$ cat config.mk
export PLATFORM = sky130hd
export DESIGN_NAME = incskip_or_movlit_exec
export DESIGN_NICKNAME = d
export VERILOG_FILES = /design/src/verilog/incskip_or_movlit_pkg.sv /design/src/verilog/cycle_phase_seq.sv /design/src/verilog/incskip_or_movlit_exec.sv
export SDC_FILE = /design/constraint.sdc
export NUM_CORES = 1
export LEC_CHECK = 0
export BUFFER_PORTS_ARGS = -buffer_cell sky130_fd_sc_hd__buf_2
export CAP_MARGIN = 20
export CELL_PAD_IN_SITES_DETAIL_PLACEMENT = 1
export CELL_PAD_IN_SITES_GLOBAL_PLACEMENT = 1
export CORE_UTILIZATION = 25
export DETAILED_ROUTE_END_ITERATION = 12
export PLACE_DENSITY = 0.49
export SETUP_SLACK_MARGIN = 0.05
export SYNTH_ARGS = -nofsm -noshare
export SYNTH_HDL_FRONTEND = slang
export SYNTH_SLANG_ARGS = --single-unit
$ cat constraint.sdc
create_clock -name core_clk_i -period 6.8 [get_ports core_clk_i]
set_input_delay 0.68 -clock core_clk_i [delete_from_list [all_inputs] [get_ports core_clk_i]]
set_output_delay 0.68 -clock core_clk_i [all_outputs]
set_load 0.01 [all_outputs]
$ cat src/verilog/incskip_or_movlit_pkg.sv
// shared constants, opcode patterns and decode types for the executor
`default_nettype none
package incskip_or_movlit_pkg;

	// datapath widths
	localparam int DATA_W = 8; // accumulator and file register width
	localparam int INSTR_W = 14; // program word width
	localparam int FADDR_W = 7; // file address width
	localparam int FILE_DEPTH = 128; // number of file registers
	localparam int PC_W = 10; // fetch address width

	// instruction cycle timing
	localparam int OSC_PER_CYCLE = 4; // oscillator periods per cycle
	localparam int PHASE_W = 2; // width of the phase counter

	// field positions inside the program word
	localparam int OPC6_MSB = 13; // top of six-bit opcode field
	localparam int OPC6_LSB = 8; // bottom of six-bit opcode field
	localparam int OPC4_LSB = 10; // bottom of four-bit opcode field
	localparam int DEST_BIT = 7; // destination select bit
	localparam int FADDR_MSB = 6; // top of file address field
	localparam int LIT_MSB = 7; // top of literal field

	// opcode patterns
	localparam logic [5:0] OPC_INC_SKIP = 6'h0F; // 00 1111
	localparam logic [5:0] OPC_OR_FILE = 6'h04; // 00 0100
	localparam logic [5:0] OPC_OR_LIT = 6'h38; // 11 1000
	localparam logic [3:0] OPC_LOAD_LIT = 4'hC; // 11 00xx

	// reset and arithmetic values
	localparam logic [DATA_W-1:0] ACC_RST = 8'h00; // accumulator at reset
	localparam logic [DATA_W-1:0] DATA_ZERO = 8'h00; // zero test value
	localparam logic [DATA_W-1:0] DATA_ONE = 8'h01; // increment step
	localparam logic [PC_W-1:0] PC_RST = 10'h000; // first fetch address
	localparam logic [PC_W-1:0] PC_STEP = 10'h001; // fetch advance
	localparam logic [INSTR_W-1:0] INSTR_NOP = 14'h0000; // idle word

	// instruction kinds this block executes
	typedef enum logic [2:0] {
		OP_NOP,
		OP_INC_SKIP,
		OP_OR_FILE,
		OP_OR_LIT,
		OP_LOAD_LIT
	} op_kind_t;

	// decoded instruction carried between decode and execute
	typedef struct packed {
		op_kind_t kind; // what to do
		logic dest_file; // 1: result back to file register
		logic [FADDR_W-1:0] faddr; // file register operand
		logic [DATA_W-1:0] lit; // literal operand
	} decoded_t;

	// external file register write port
	typedef struct packed {
		logic en; // write strobe
		logic [FADDR_W-1:0] addr; // register to write
		logic [DATA_W-1:0] data; // value to write
	} file_wr_t;

endpackage
`default_nettype wire

$ cat src/verilog/cycle_phase_seq.sv
// four-phase sequencer marking the end of each instruction cycle
`timescale 1ns/1ps
`default_nettype none

module cycle_phase_seq (
	input wire logic core_clk_i,
	input wire logic rst_b_i,
	output logic cycle_end_o
);

	// one state per oscillator period of the instruction cycle
	typedef enum logic [incskip_or_movlit_pkg::PHASE_W-1:0] {
		PH_Q1,
		PH_Q2,
		PH_Q3,
		PH_Q4
	} phase_t;

	phase_t phase_ff; // current phase
	phase_t nxt_phase; // phase for the next period
	logic nxt_cycle_end; // high while heading into the last phase

	// phases step round in a fixed ring
	always_comb begin
		case (phase_ff)
			PH_Q1: nxt_phase = PH_Q2;
			PH_Q2: nxt_phase = PH_Q3;
			PH_Q3: nxt_phase = PH_Q4;
			PH_Q4: nxt_phase = PH_Q1;
			default: nxt_phase = PH_Q1;
		endcase
	end

	// registered so the strobe is a clean flop output
	assign nxt_cycle_end = (nxt_phase == PH_Q4);

	// phase register and end-of-cycle strobe
	always_ff @(posedge core_clk_i or negedge rst_b_i) begin
		if (!rst_b_i) begin
			phase_ff <= PH_Q1;
			cycle_end_o <= 1'b0;
		end else begin
			phase_ff <= nxt_phase;
			cycle_end_o <= nxt_cycle_end;
		end
	end

endmodule

`default_nettype wire

$ cat src/verilog/incskip_or_movlit_exec.sv
// fetch, decode and execute of increment-skip, or and literal-load words
`timescale 1ns/1ps
`default_nettype none

module incskip_or_movlit_exec (
	input wire logic core_clk_i,
	input wire logic rst_b_i,
	output logic [incskip_or_movlit_pkg::PC_W-1:0] pm_addr_o,
	input wire logic [incskip_or_movlit_pkg::INSTR_W-1:0] pm_data_i,
	input wire logic file_wr_i,
	input wire logic [incskip_or_movlit_pkg::FADDR_W-1:0] file_wr_addr_i,
	input wire logic [incskip_or_movlit_pkg::DATA_W-1:0] file_wr_data_i,
	input wire logic [incskip_or_movlit_pkg::FADDR_W-1:0] file_rd_addr_i,
	output logic [incskip_or_movlit_pkg::DATA_W-1:0] file_rd_data_o,
	output logic [incskip_or_movlit_pkg::DATA_W-1:0] acc_o,
	output logic zero_flag_o,
	output logic exec_valid_o,
	output logic exec_nop_o
);

	// strobe high in the last period of each instruction cycle
	logic cycle_end;

	// pipeline state
	logic [incskip_or_movlit_pkg::INSTR_W-1:0] instr_ff; // word in execute
	logic squash_ff; // word in execute was discarded by a skip
	logic [incskip_or_movlit_pkg::PC_W-1:0] pc_ff; // next fetch address
	logic [incskip_or_movlit_pkg::DATA_W-1:0] acc_ff; // accumulator
	logic zero_ff; // zero flag

	// file register array, data only, so it carries no reset
	logic [incskip_or_movlit_pkg::DATA_W-1:0]
		file_mem [incskip_or_movlit_pkg::FILE_DEPTH];

	// host-side write bundled for the write mux
	incskip_or_movlit_pkg::file_wr_t host_wr;

	// decode wires
	logic [5:0] opc6; // six-bit opcode field
	logic [3:0] opc4; // four-bit opcode field, low pair ignored
	logic hit_inc; // pattern match, increment and skip
	logic hit_orf; // pattern match, or with file
	logic hit_orl; // pattern match, or with literal
	logic hit_ldl; // pattern match, load literal
	incskip_or_movlit_pkg::op_kind_t dec_kind; // kind before squash
	incskip_or_movlit_pkg::decoded_t dec; // full decode

	// execute wires
	logic exec_live; // an instruction actually executes this edge
	logic is_inc; // increment and skip executes
	logic is_orf; // or with file executes
	logic is_orl; // or with literal executes
	logic is_ldl; // literal load executes
	logic [incskip_or_movlit_pkg::DATA_W-1:0] fval; // file operand
	logic [incskip_or_movlit_pkg::DATA_W-1:0] inc_sum; // file plus one
	logic [incskip_or_movlit_pkg::DATA_W-1:0] orf_res; // acc or file
	logic [incskip_or_movlit_pkg::DATA_W-1:0] orl_res; // acc or literal
	logic [incskip_or_movlit_pkg::DATA_W-1:0] result; // selected result
	logic res_zero; // selected result is zero
	logic inc_zero; // increment wrapped to zero
	logic wr_acc; // result goes to accumulator
	logic wr_file; // result goes to file register

	// next values
	logic [incskip_or_movlit_pkg::DATA_W-1:0] nxt_acc;
	logic nxt_zero;
	logic nxt_squash;
	logic [incskip_or_movlit_pkg::INSTR_W-1:0] nxt_instr;
	logic [incskip_or_movlit_pkg::PC_W-1:0] nxt_pc;
	logic nxt_exec_nop;

	// one instruction cycle is four core clocks
	cycle_phase_seq u_phase (
		.core_clk_i(core_clk_i),
		.rst_b_i(rst_b_i),
		.cycle_end_o(cycle_end)
	);

	// opcode fields of the word now in execute
	assign opc6 = instr_ff[incskip_or_movlit_pkg::OPC6_MSB:
		incskip_or_movlit_pkg::OPC6_LSB];
	assign opc4 = instr_ff[incskip_or_movlit_pkg::OPC6_MSB:
		incskip_or_movlit_pkg::OPC4_LSB];

	// pattern matches
	assign hit_inc = (opc6 == incskip_or_movlit_pkg::OPC_INC_SKIP);
	assign hit_orf = (opc6 == incskip_or_movlit_pkg::OPC_OR_FILE);
	assign hit_orl = (opc6 == incskip_or_movlit_pkg::OPC_OR_LIT);
	// only the top four bits compared, so any value of the two don't-care bits loads
	assign hit_ldl = (opc4 == incskip_or_movlit_pkg::OPC_LOAD_LIT);

	// patterns do not overlap; anything else is idle here
	assign dec_kind = hit_inc ? incskip_or_movlit_pkg::OP_INC_SKIP :
		hit_orf ? incskip_or_movlit_pkg::OP_OR_FILE :
		hit_orl ? incskip_or_movlit_pkg::OP_OR_LIT :
		hit_ldl ? incskip_or_movlit_pkg::OP_LOAD_LIT :
		incskip_or_movlit_pkg::OP_NOP;

	// a squashed word decodes as a nop
	assign dec.kind = squash_ff ? incskip_or_movlit_pkg::OP_NOP : dec_kind;
	assign dec.dest_file = instr_ff[incskip_or_movlit_pkg::DEST_BIT];
	assign dec.faddr = instr_ff[incskip_or_movlit_pkg::FADDR_MSB:0];
	assign dec.lit = instr_ff[incskip_or_movlit_pkg::LIT_MSB:0];

	// execution happens once, at the close of the instruction cycle
	assign exec_live = cycle_end;
	assign is_inc = exec_live &&
		(dec.kind == incskip_or_movlit_pkg::OP_INC_SKIP);
	assign is_orf = exec_live &&
		(dec.kind == incskip_or_movlit_pkg::OP_OR_FILE);
	assign is_orl = exec_live &&
		(dec.kind == incskip_or_movlit_pkg::OP_OR_LIT);
	assign is_ldl = exec_live &&
		(dec.kind == incskip_or_movlit_pkg::OP_LOAD_LIT);

	// operand read, asynchronous from the array
	assign fval = file_mem[dec.faddr];

	// arithmetic; the sum wraps at eight bits by design
	assign inc_sum = fval + incskip_or_movlit_pkg::DATA_ONE;
	assign orf_res = acc_ff | fval;
	assign orl_res = acc_ff | dec.lit;

	// result select; literal load passes the literal straight through
	assign result = is_inc ? inc_sum :
		is_orf ? orf_res :
		is_orl ? orl_res :
		dec.lit;

	assign res_zero = (result == incskip_or_movlit_pkg::DATA_ZERO);
	assign inc_zero = (inc_sum == incskip_or_movlit_pkg::DATA_ZERO);

	// destination routing by the dest bit for the file forms
	assign wr_acc = ((is_inc || is_orf) && !dec.dest_file) ||
		is_orl || is_ldl;
	assign wr_file = (is_inc || is_orf) && dec.dest_file;

	// accumulator update
	assign nxt_acc = wr_acc ? result : acc_ff;

	// only the two or forms touch the zero flag
	assign nxt_zero = (is_orf || is_orl) ? res_zero : zero_ff;

	// a zero sum discards the already fetched word; nonzero lets it run
	assign nxt_squash = cycle_end ? (is_inc && inc_zero) : squash_ff;

	// fetch advances by one every cycle, skip or not, so a skip lands
	// two words on and a non-skip simply runs the next word
	assign nxt_pc = cycle_end ? (pc_ff + incskip_or_movlit_pkg::PC_STEP) :
		pc_ff;
	assign nxt_instr = cycle_end ? pm_data_i : instr_ff;

	// reported nop: squashed words and words outside this block's set
	assign nxt_exec_nop = cycle_end &&
		(dec.kind == incskip_or_movlit_pkg::OP_NOP);

	// host write port bundled
	assign host_wr.en = file_wr_i;
	assign host_wr.addr = file_wr_addr_i;
	assign host_wr.data = file_wr_data_i;

	// core state; the word in execute resets to an idle nop
	always_ff @(posedge core_clk_i or negedge rst_b_i) begin
		if (!rst_b_i) begin
			instr_ff <= incskip_or_movlit_pkg::INSTR_NOP;
			squash_ff <= 1'b0;
			pc_ff <= incskip_or_movlit_pkg::PC_RST;
			acc_ff <= incskip_or_movlit_pkg::ACC_RST;
			zero_ff <= 1'b0;
		end else begin
			instr_ff <= nxt_instr;
			squash_ff <= nxt_squash;
			pc_ff <= nxt_pc;
			acc_ff <= nxt_acc;
			zero_ff <= nxt_zero;
		end
	end

	// file array write; the core wins a same-edge collision
	// because losing an instruction's result would corrupt the program
	always_ff @(posedge core_clk_i) begin
		if (wr_file) begin
			file_mem[dec.faddr] <= result;
		end else if (host_wr.en) begin
			file_mem[host_wr.addr] <= host_wr.data;
		end
	end

	// registered outputs
	always_ff @(posedge core_clk_i or negedge rst_b_i) begin
		if (!rst_b_i) begin
			pm_addr_o <= incskip_or_movlit_pkg::PC_RST;
			file_rd_data_o <= incskip_or_movlit_pkg::DATA_ZERO;
			acc_o <= incskip_or_movlit_pkg::ACC_RST;
			zero_flag_o <= 1'b0;
			exec_valid_o <= 1'b0;
			exec_nop_o <= 1'b0;
		end else begin
			pm_addr_o <= nxt_pc;
			file_rd_data_o <= file_mem[file_rd_addr_i];
			acc_o <= nxt_acc;
			zero_flag_o <= nxt_zero;
			exec_valid_o <= cycle_end;
			exec_nop_o <= nxt_exec_nop;
		end
	end

endmodule

`default_nettype wire

==> impl_metrics.py <==
metrics = {
    "grt": {
        "grt_pass1_wl_um": 252000,
        "grt_pass1_vias": 30109,
        "grt_overflow_total": 0,
        "grt_start_max_net_pins": 129,
        "antenna_found_initial": 2,
        "grt_usage": 0.176,
    },
    "yosys": {
        "yosysWarnings": 0,
        "synth-edff-count": 1024,
        "synthCells": 2537,
        "seq_area_frac_synth": 0.634,
        "yosys_most_used_dff": "edfxtp_1",
        "avgSynthCellArea_um2": 19.8,
        "synth.ff_latch_count": 1071,
        "ys_types": 62,
        "syn-num-nets": 2580,
        "netlist_area_um2": 50400,
        "async_flop_share": 0.0439,
    },
    "routing": {
        "drcViolationCount": 0,
        "drt-vias-per-instance": 5.18,
        "wl_per_cell_um": 33.0,
        "routed_wl_um": 180000,
        "drt_iter0_markers": 3063,
        "vias": 28230,
        "dr.pass1.iters": 5,
        "ant_nets": 0,
    },
    "die": {
        "die_x_um": 451,
        "num_io_pins": 68,
        "rows": 164,
        "die_h_um": 451,
        "coreArea_um2": 200000,
        "dieArea_um2": 203000,
        "initial_utilization": 0.252,
    },
    "sta": {
        "period_share": 0.849,
        "hold_viol_final": 0,
        "period_minus_slack_ns": 5.77,
        "finalSetupTns_ns": 0,
        "grt_setup_unrepaired": "false",
        "fmax_ghz": 0.173,
        "setup_viol": 0,
        "worst_pin_slew_ns": 1.11,
        "slew_headroom": 0.257,
        "finClkSkew_ns": 0.0308,
        "finalMaxSlewViolations": 0,
    },
    "placement": {
        "port_buffers": 67,
        "hpwl_um": 120000,
        "gp_congestion": 0.829,
    },
    "clock_network": {
        "clkSinkCount": 1071,
        "hold_buffers": 0,
        "post_cts_buffers": 0,
        "insertion_delay_ns": 0.75,
        "cts_resized": 0,
        "clk_pin_slew_worst_paths_ns": 0.06,
        "root_buffer": "clkbuf_16",
        "cts_tree": "built",
        "htreeDepth": 3,
        "clockBufferDepth": 3,
        "cts_buffers": 119,
    },
    "critical_path": {
        "cp_slowest_cell": "dfrtp_4",
        "start_kind": "flop",
        "timing.rr.start": "instr_ff[1]",
        "critPathRequiredTime_ns": 7.33,
        "rr_endpoint": "file_mem[105][5]",
        "crit_chain": "buf_4, nor2_2, buf_4, a22oi_1, a21oi_1, nor4_1, buf_4, a21oi_1, a22oi_1, nand2_1, xnor2_1, a21oi_1, a21oi_4, buf_4",
        "arrival_ns": 6.31,
        "reg2regPathDepth": 14,
        "worstSetupPathType": "flop to flop",
        "rrSetupSlack_ns": 1.03,
        "crit_path_end_kind": "flop",
        "startpoint": "instr_ff[1]",
        "critical-path-max-stage-delay_ns": 0.77,
        "cp_max_fo": 35,
        "critPathMostFrequentCell": "buf_4",
    },
    "cells_and_area": {
        "postLayoutCoreUtil": 0.293,
        "area_growth_pct": 16.5,
        "drive_gt1_frac": 0.375,
        "nets": 2741,
    },
    "run_status": {
        "status": "finished clean",
    },
    "power": {
        "power_leakage_uw": 0.0183,
        "powerDensity_nw_per_um2": 260,
        "vdd_ir_drop_max_mv": 0.205,
    },
    "flow_run": {
        "cap_violations": 0,
    },
    "worst_hold_path": {
        "worstHoldPathType": "input port to asynchronous set/reset pin",
    },
}
[critical path, delay by kind of cell (launching register included)]
kind,cells,cell delay (ns)
compound gates,6,2.01
xor+xnor,1,0.18
buf+inv,4,1.41
flops,1,0.77
simple gates,3,1.06
[routing by layer]
metal,global-route usage,part of all wire
met5,0,0.000072
met3,0.0269,0.052
met4,0.0517,0.031
met2,0.291,0.49
met1,0.237,0.43
[kinds of logic (layout without fill, tap and decap cells)]
logic type,after synthesis,count (layout),share of synthesized area
compound gates,175,175,0.0239
xor+xnor,12,12,0.00209
fa+ha+maj,4,4,0.000994
buf+inv,202,458,0.0186
flops,1071,1071,0.634
mux,726,726,0.289
other cells,0,1,0
simple gates,347,347,0.0314
[worst max-delay path by stage]
stage          slack (ns)          endpoint
5_1_grt              0.94   file_mem[27][4]
3_5_place_dp         1.15  file_mem[107][5]
2_1_floorplan        0.09    file_mem[0][3]
6_report             1.03  file_mem[105][5]
3_3_place_gp         1.20  file_mem[107][5]
4_1_cts              1.10  file_mem[105][5]
[cell usage after synthesis, types with 8 or more instances]
cell / n / area share
nand2b_1: 14 / 0.0017
nor2b_1: 10 / 0.0012
xnor2_1: 9 / 0.0016
clkbuf_1: 97 / 0.0072
a22oi_1: 56 / 0.0083
nor4_1: 8 / 0.00099
nand3b_1: 10 / 0.0015
edfxtp_1: 1024 / 0.61
mux4_2: 579 / 0.26
buf_1: 38 / 0.0028
buf_2: 27 / 0.0027
buf_4: 19 / 0.0028
nor2_1: 182 / 0.014
mux2_2: 31 / 0.0069
dfrtp_1: 47 / 0.023
nand3_1: 21 / 0.0021
a21oi_1: 30 / 0.0030
buf_6: 10 / 0.0022
o21ai_1: 12 / 0.0012
o21ai_0: 17 / 0.0017
mux2i_1: 115 / 0.023
nand2_1: 52 / 0.0039
nor3_1: 13 / 0.0013
[flip-flops by register name, indices dropped and copies added (netlist names), 2 cells and up]
register and count:
file_mem 1024, u_phase.phase_ff 2, acc_o 8, pm_addr_o 10
instr_ff 14, file_rd_data_o 8
[cell type report]
class	instances	area, um2
Antenna cell	1	2.50
Clock buffer	145	3170
Clock inverter	71	679
Fill cell	20424	141000
Inverter	11	41.3
Multi-Input combinational cell	1264	17600
Sequential cell	1071	31900
Tap cell	2656	3320
Timing Repair Buffer	231	1920
[cell usage in the layout, fill, tap and decap left out, types with 7 or more instances in the layout]
cell and instances:
nor3_1 13, a21oi_1 29, nand2b_1 12, inv_1 7
mux4_2 579, nand3_1 21, dfrtp_1 43, clkinv_1 20
clkinv_2 25, o21ai_1 12, xnor2_1 9, nor2b_1 8
nand4_1 7, buf_4 139, nand3b_1 10, nand2_1 51
o21ai_0 17, bufinv_16 12, o211ai_1 7, clkbuf_1 19
buf_12 25, clkinvlp_4 9, buf_2 63, nor2_1 174
nor4_1 8, a22oi_1 56, mux2_2 30, mux2i_1 115
edfxtp_1 1024, clkbuf_16 121
[metrics by stage]
stage | area, um2 | setup slack, ns | power (uW) | instances | hold WS [ns]
final | 58600 | 1.03 | 15300 | 5450 | 0.0770
after global routing | 58600 | 0.937 | 15700 | 5449 | 0.100
after CTS | 58600 | 1.10 | 15400 | 5449 | 0.0526
after detailed placement | 54800 | 1.15 | 8960 | 5233 | 0.452
after global placement | 54800 | 1.20 | 8940 | 5232 | 0.461
after floorplan | 50400 | 0.0863 | 8300 | 2537 | 0.352
[power by group]
group / switching (uW) / internal [uW] / total [uW]
Clock: 2720 / 3740 / 6460
Sequential: 53.3 / 7320 / 7370
Combinational: 901 / 537 / 1440
Total: 3680 / 11600 / 15300
No activity file was read; power rests on OpenSTA's default activity.
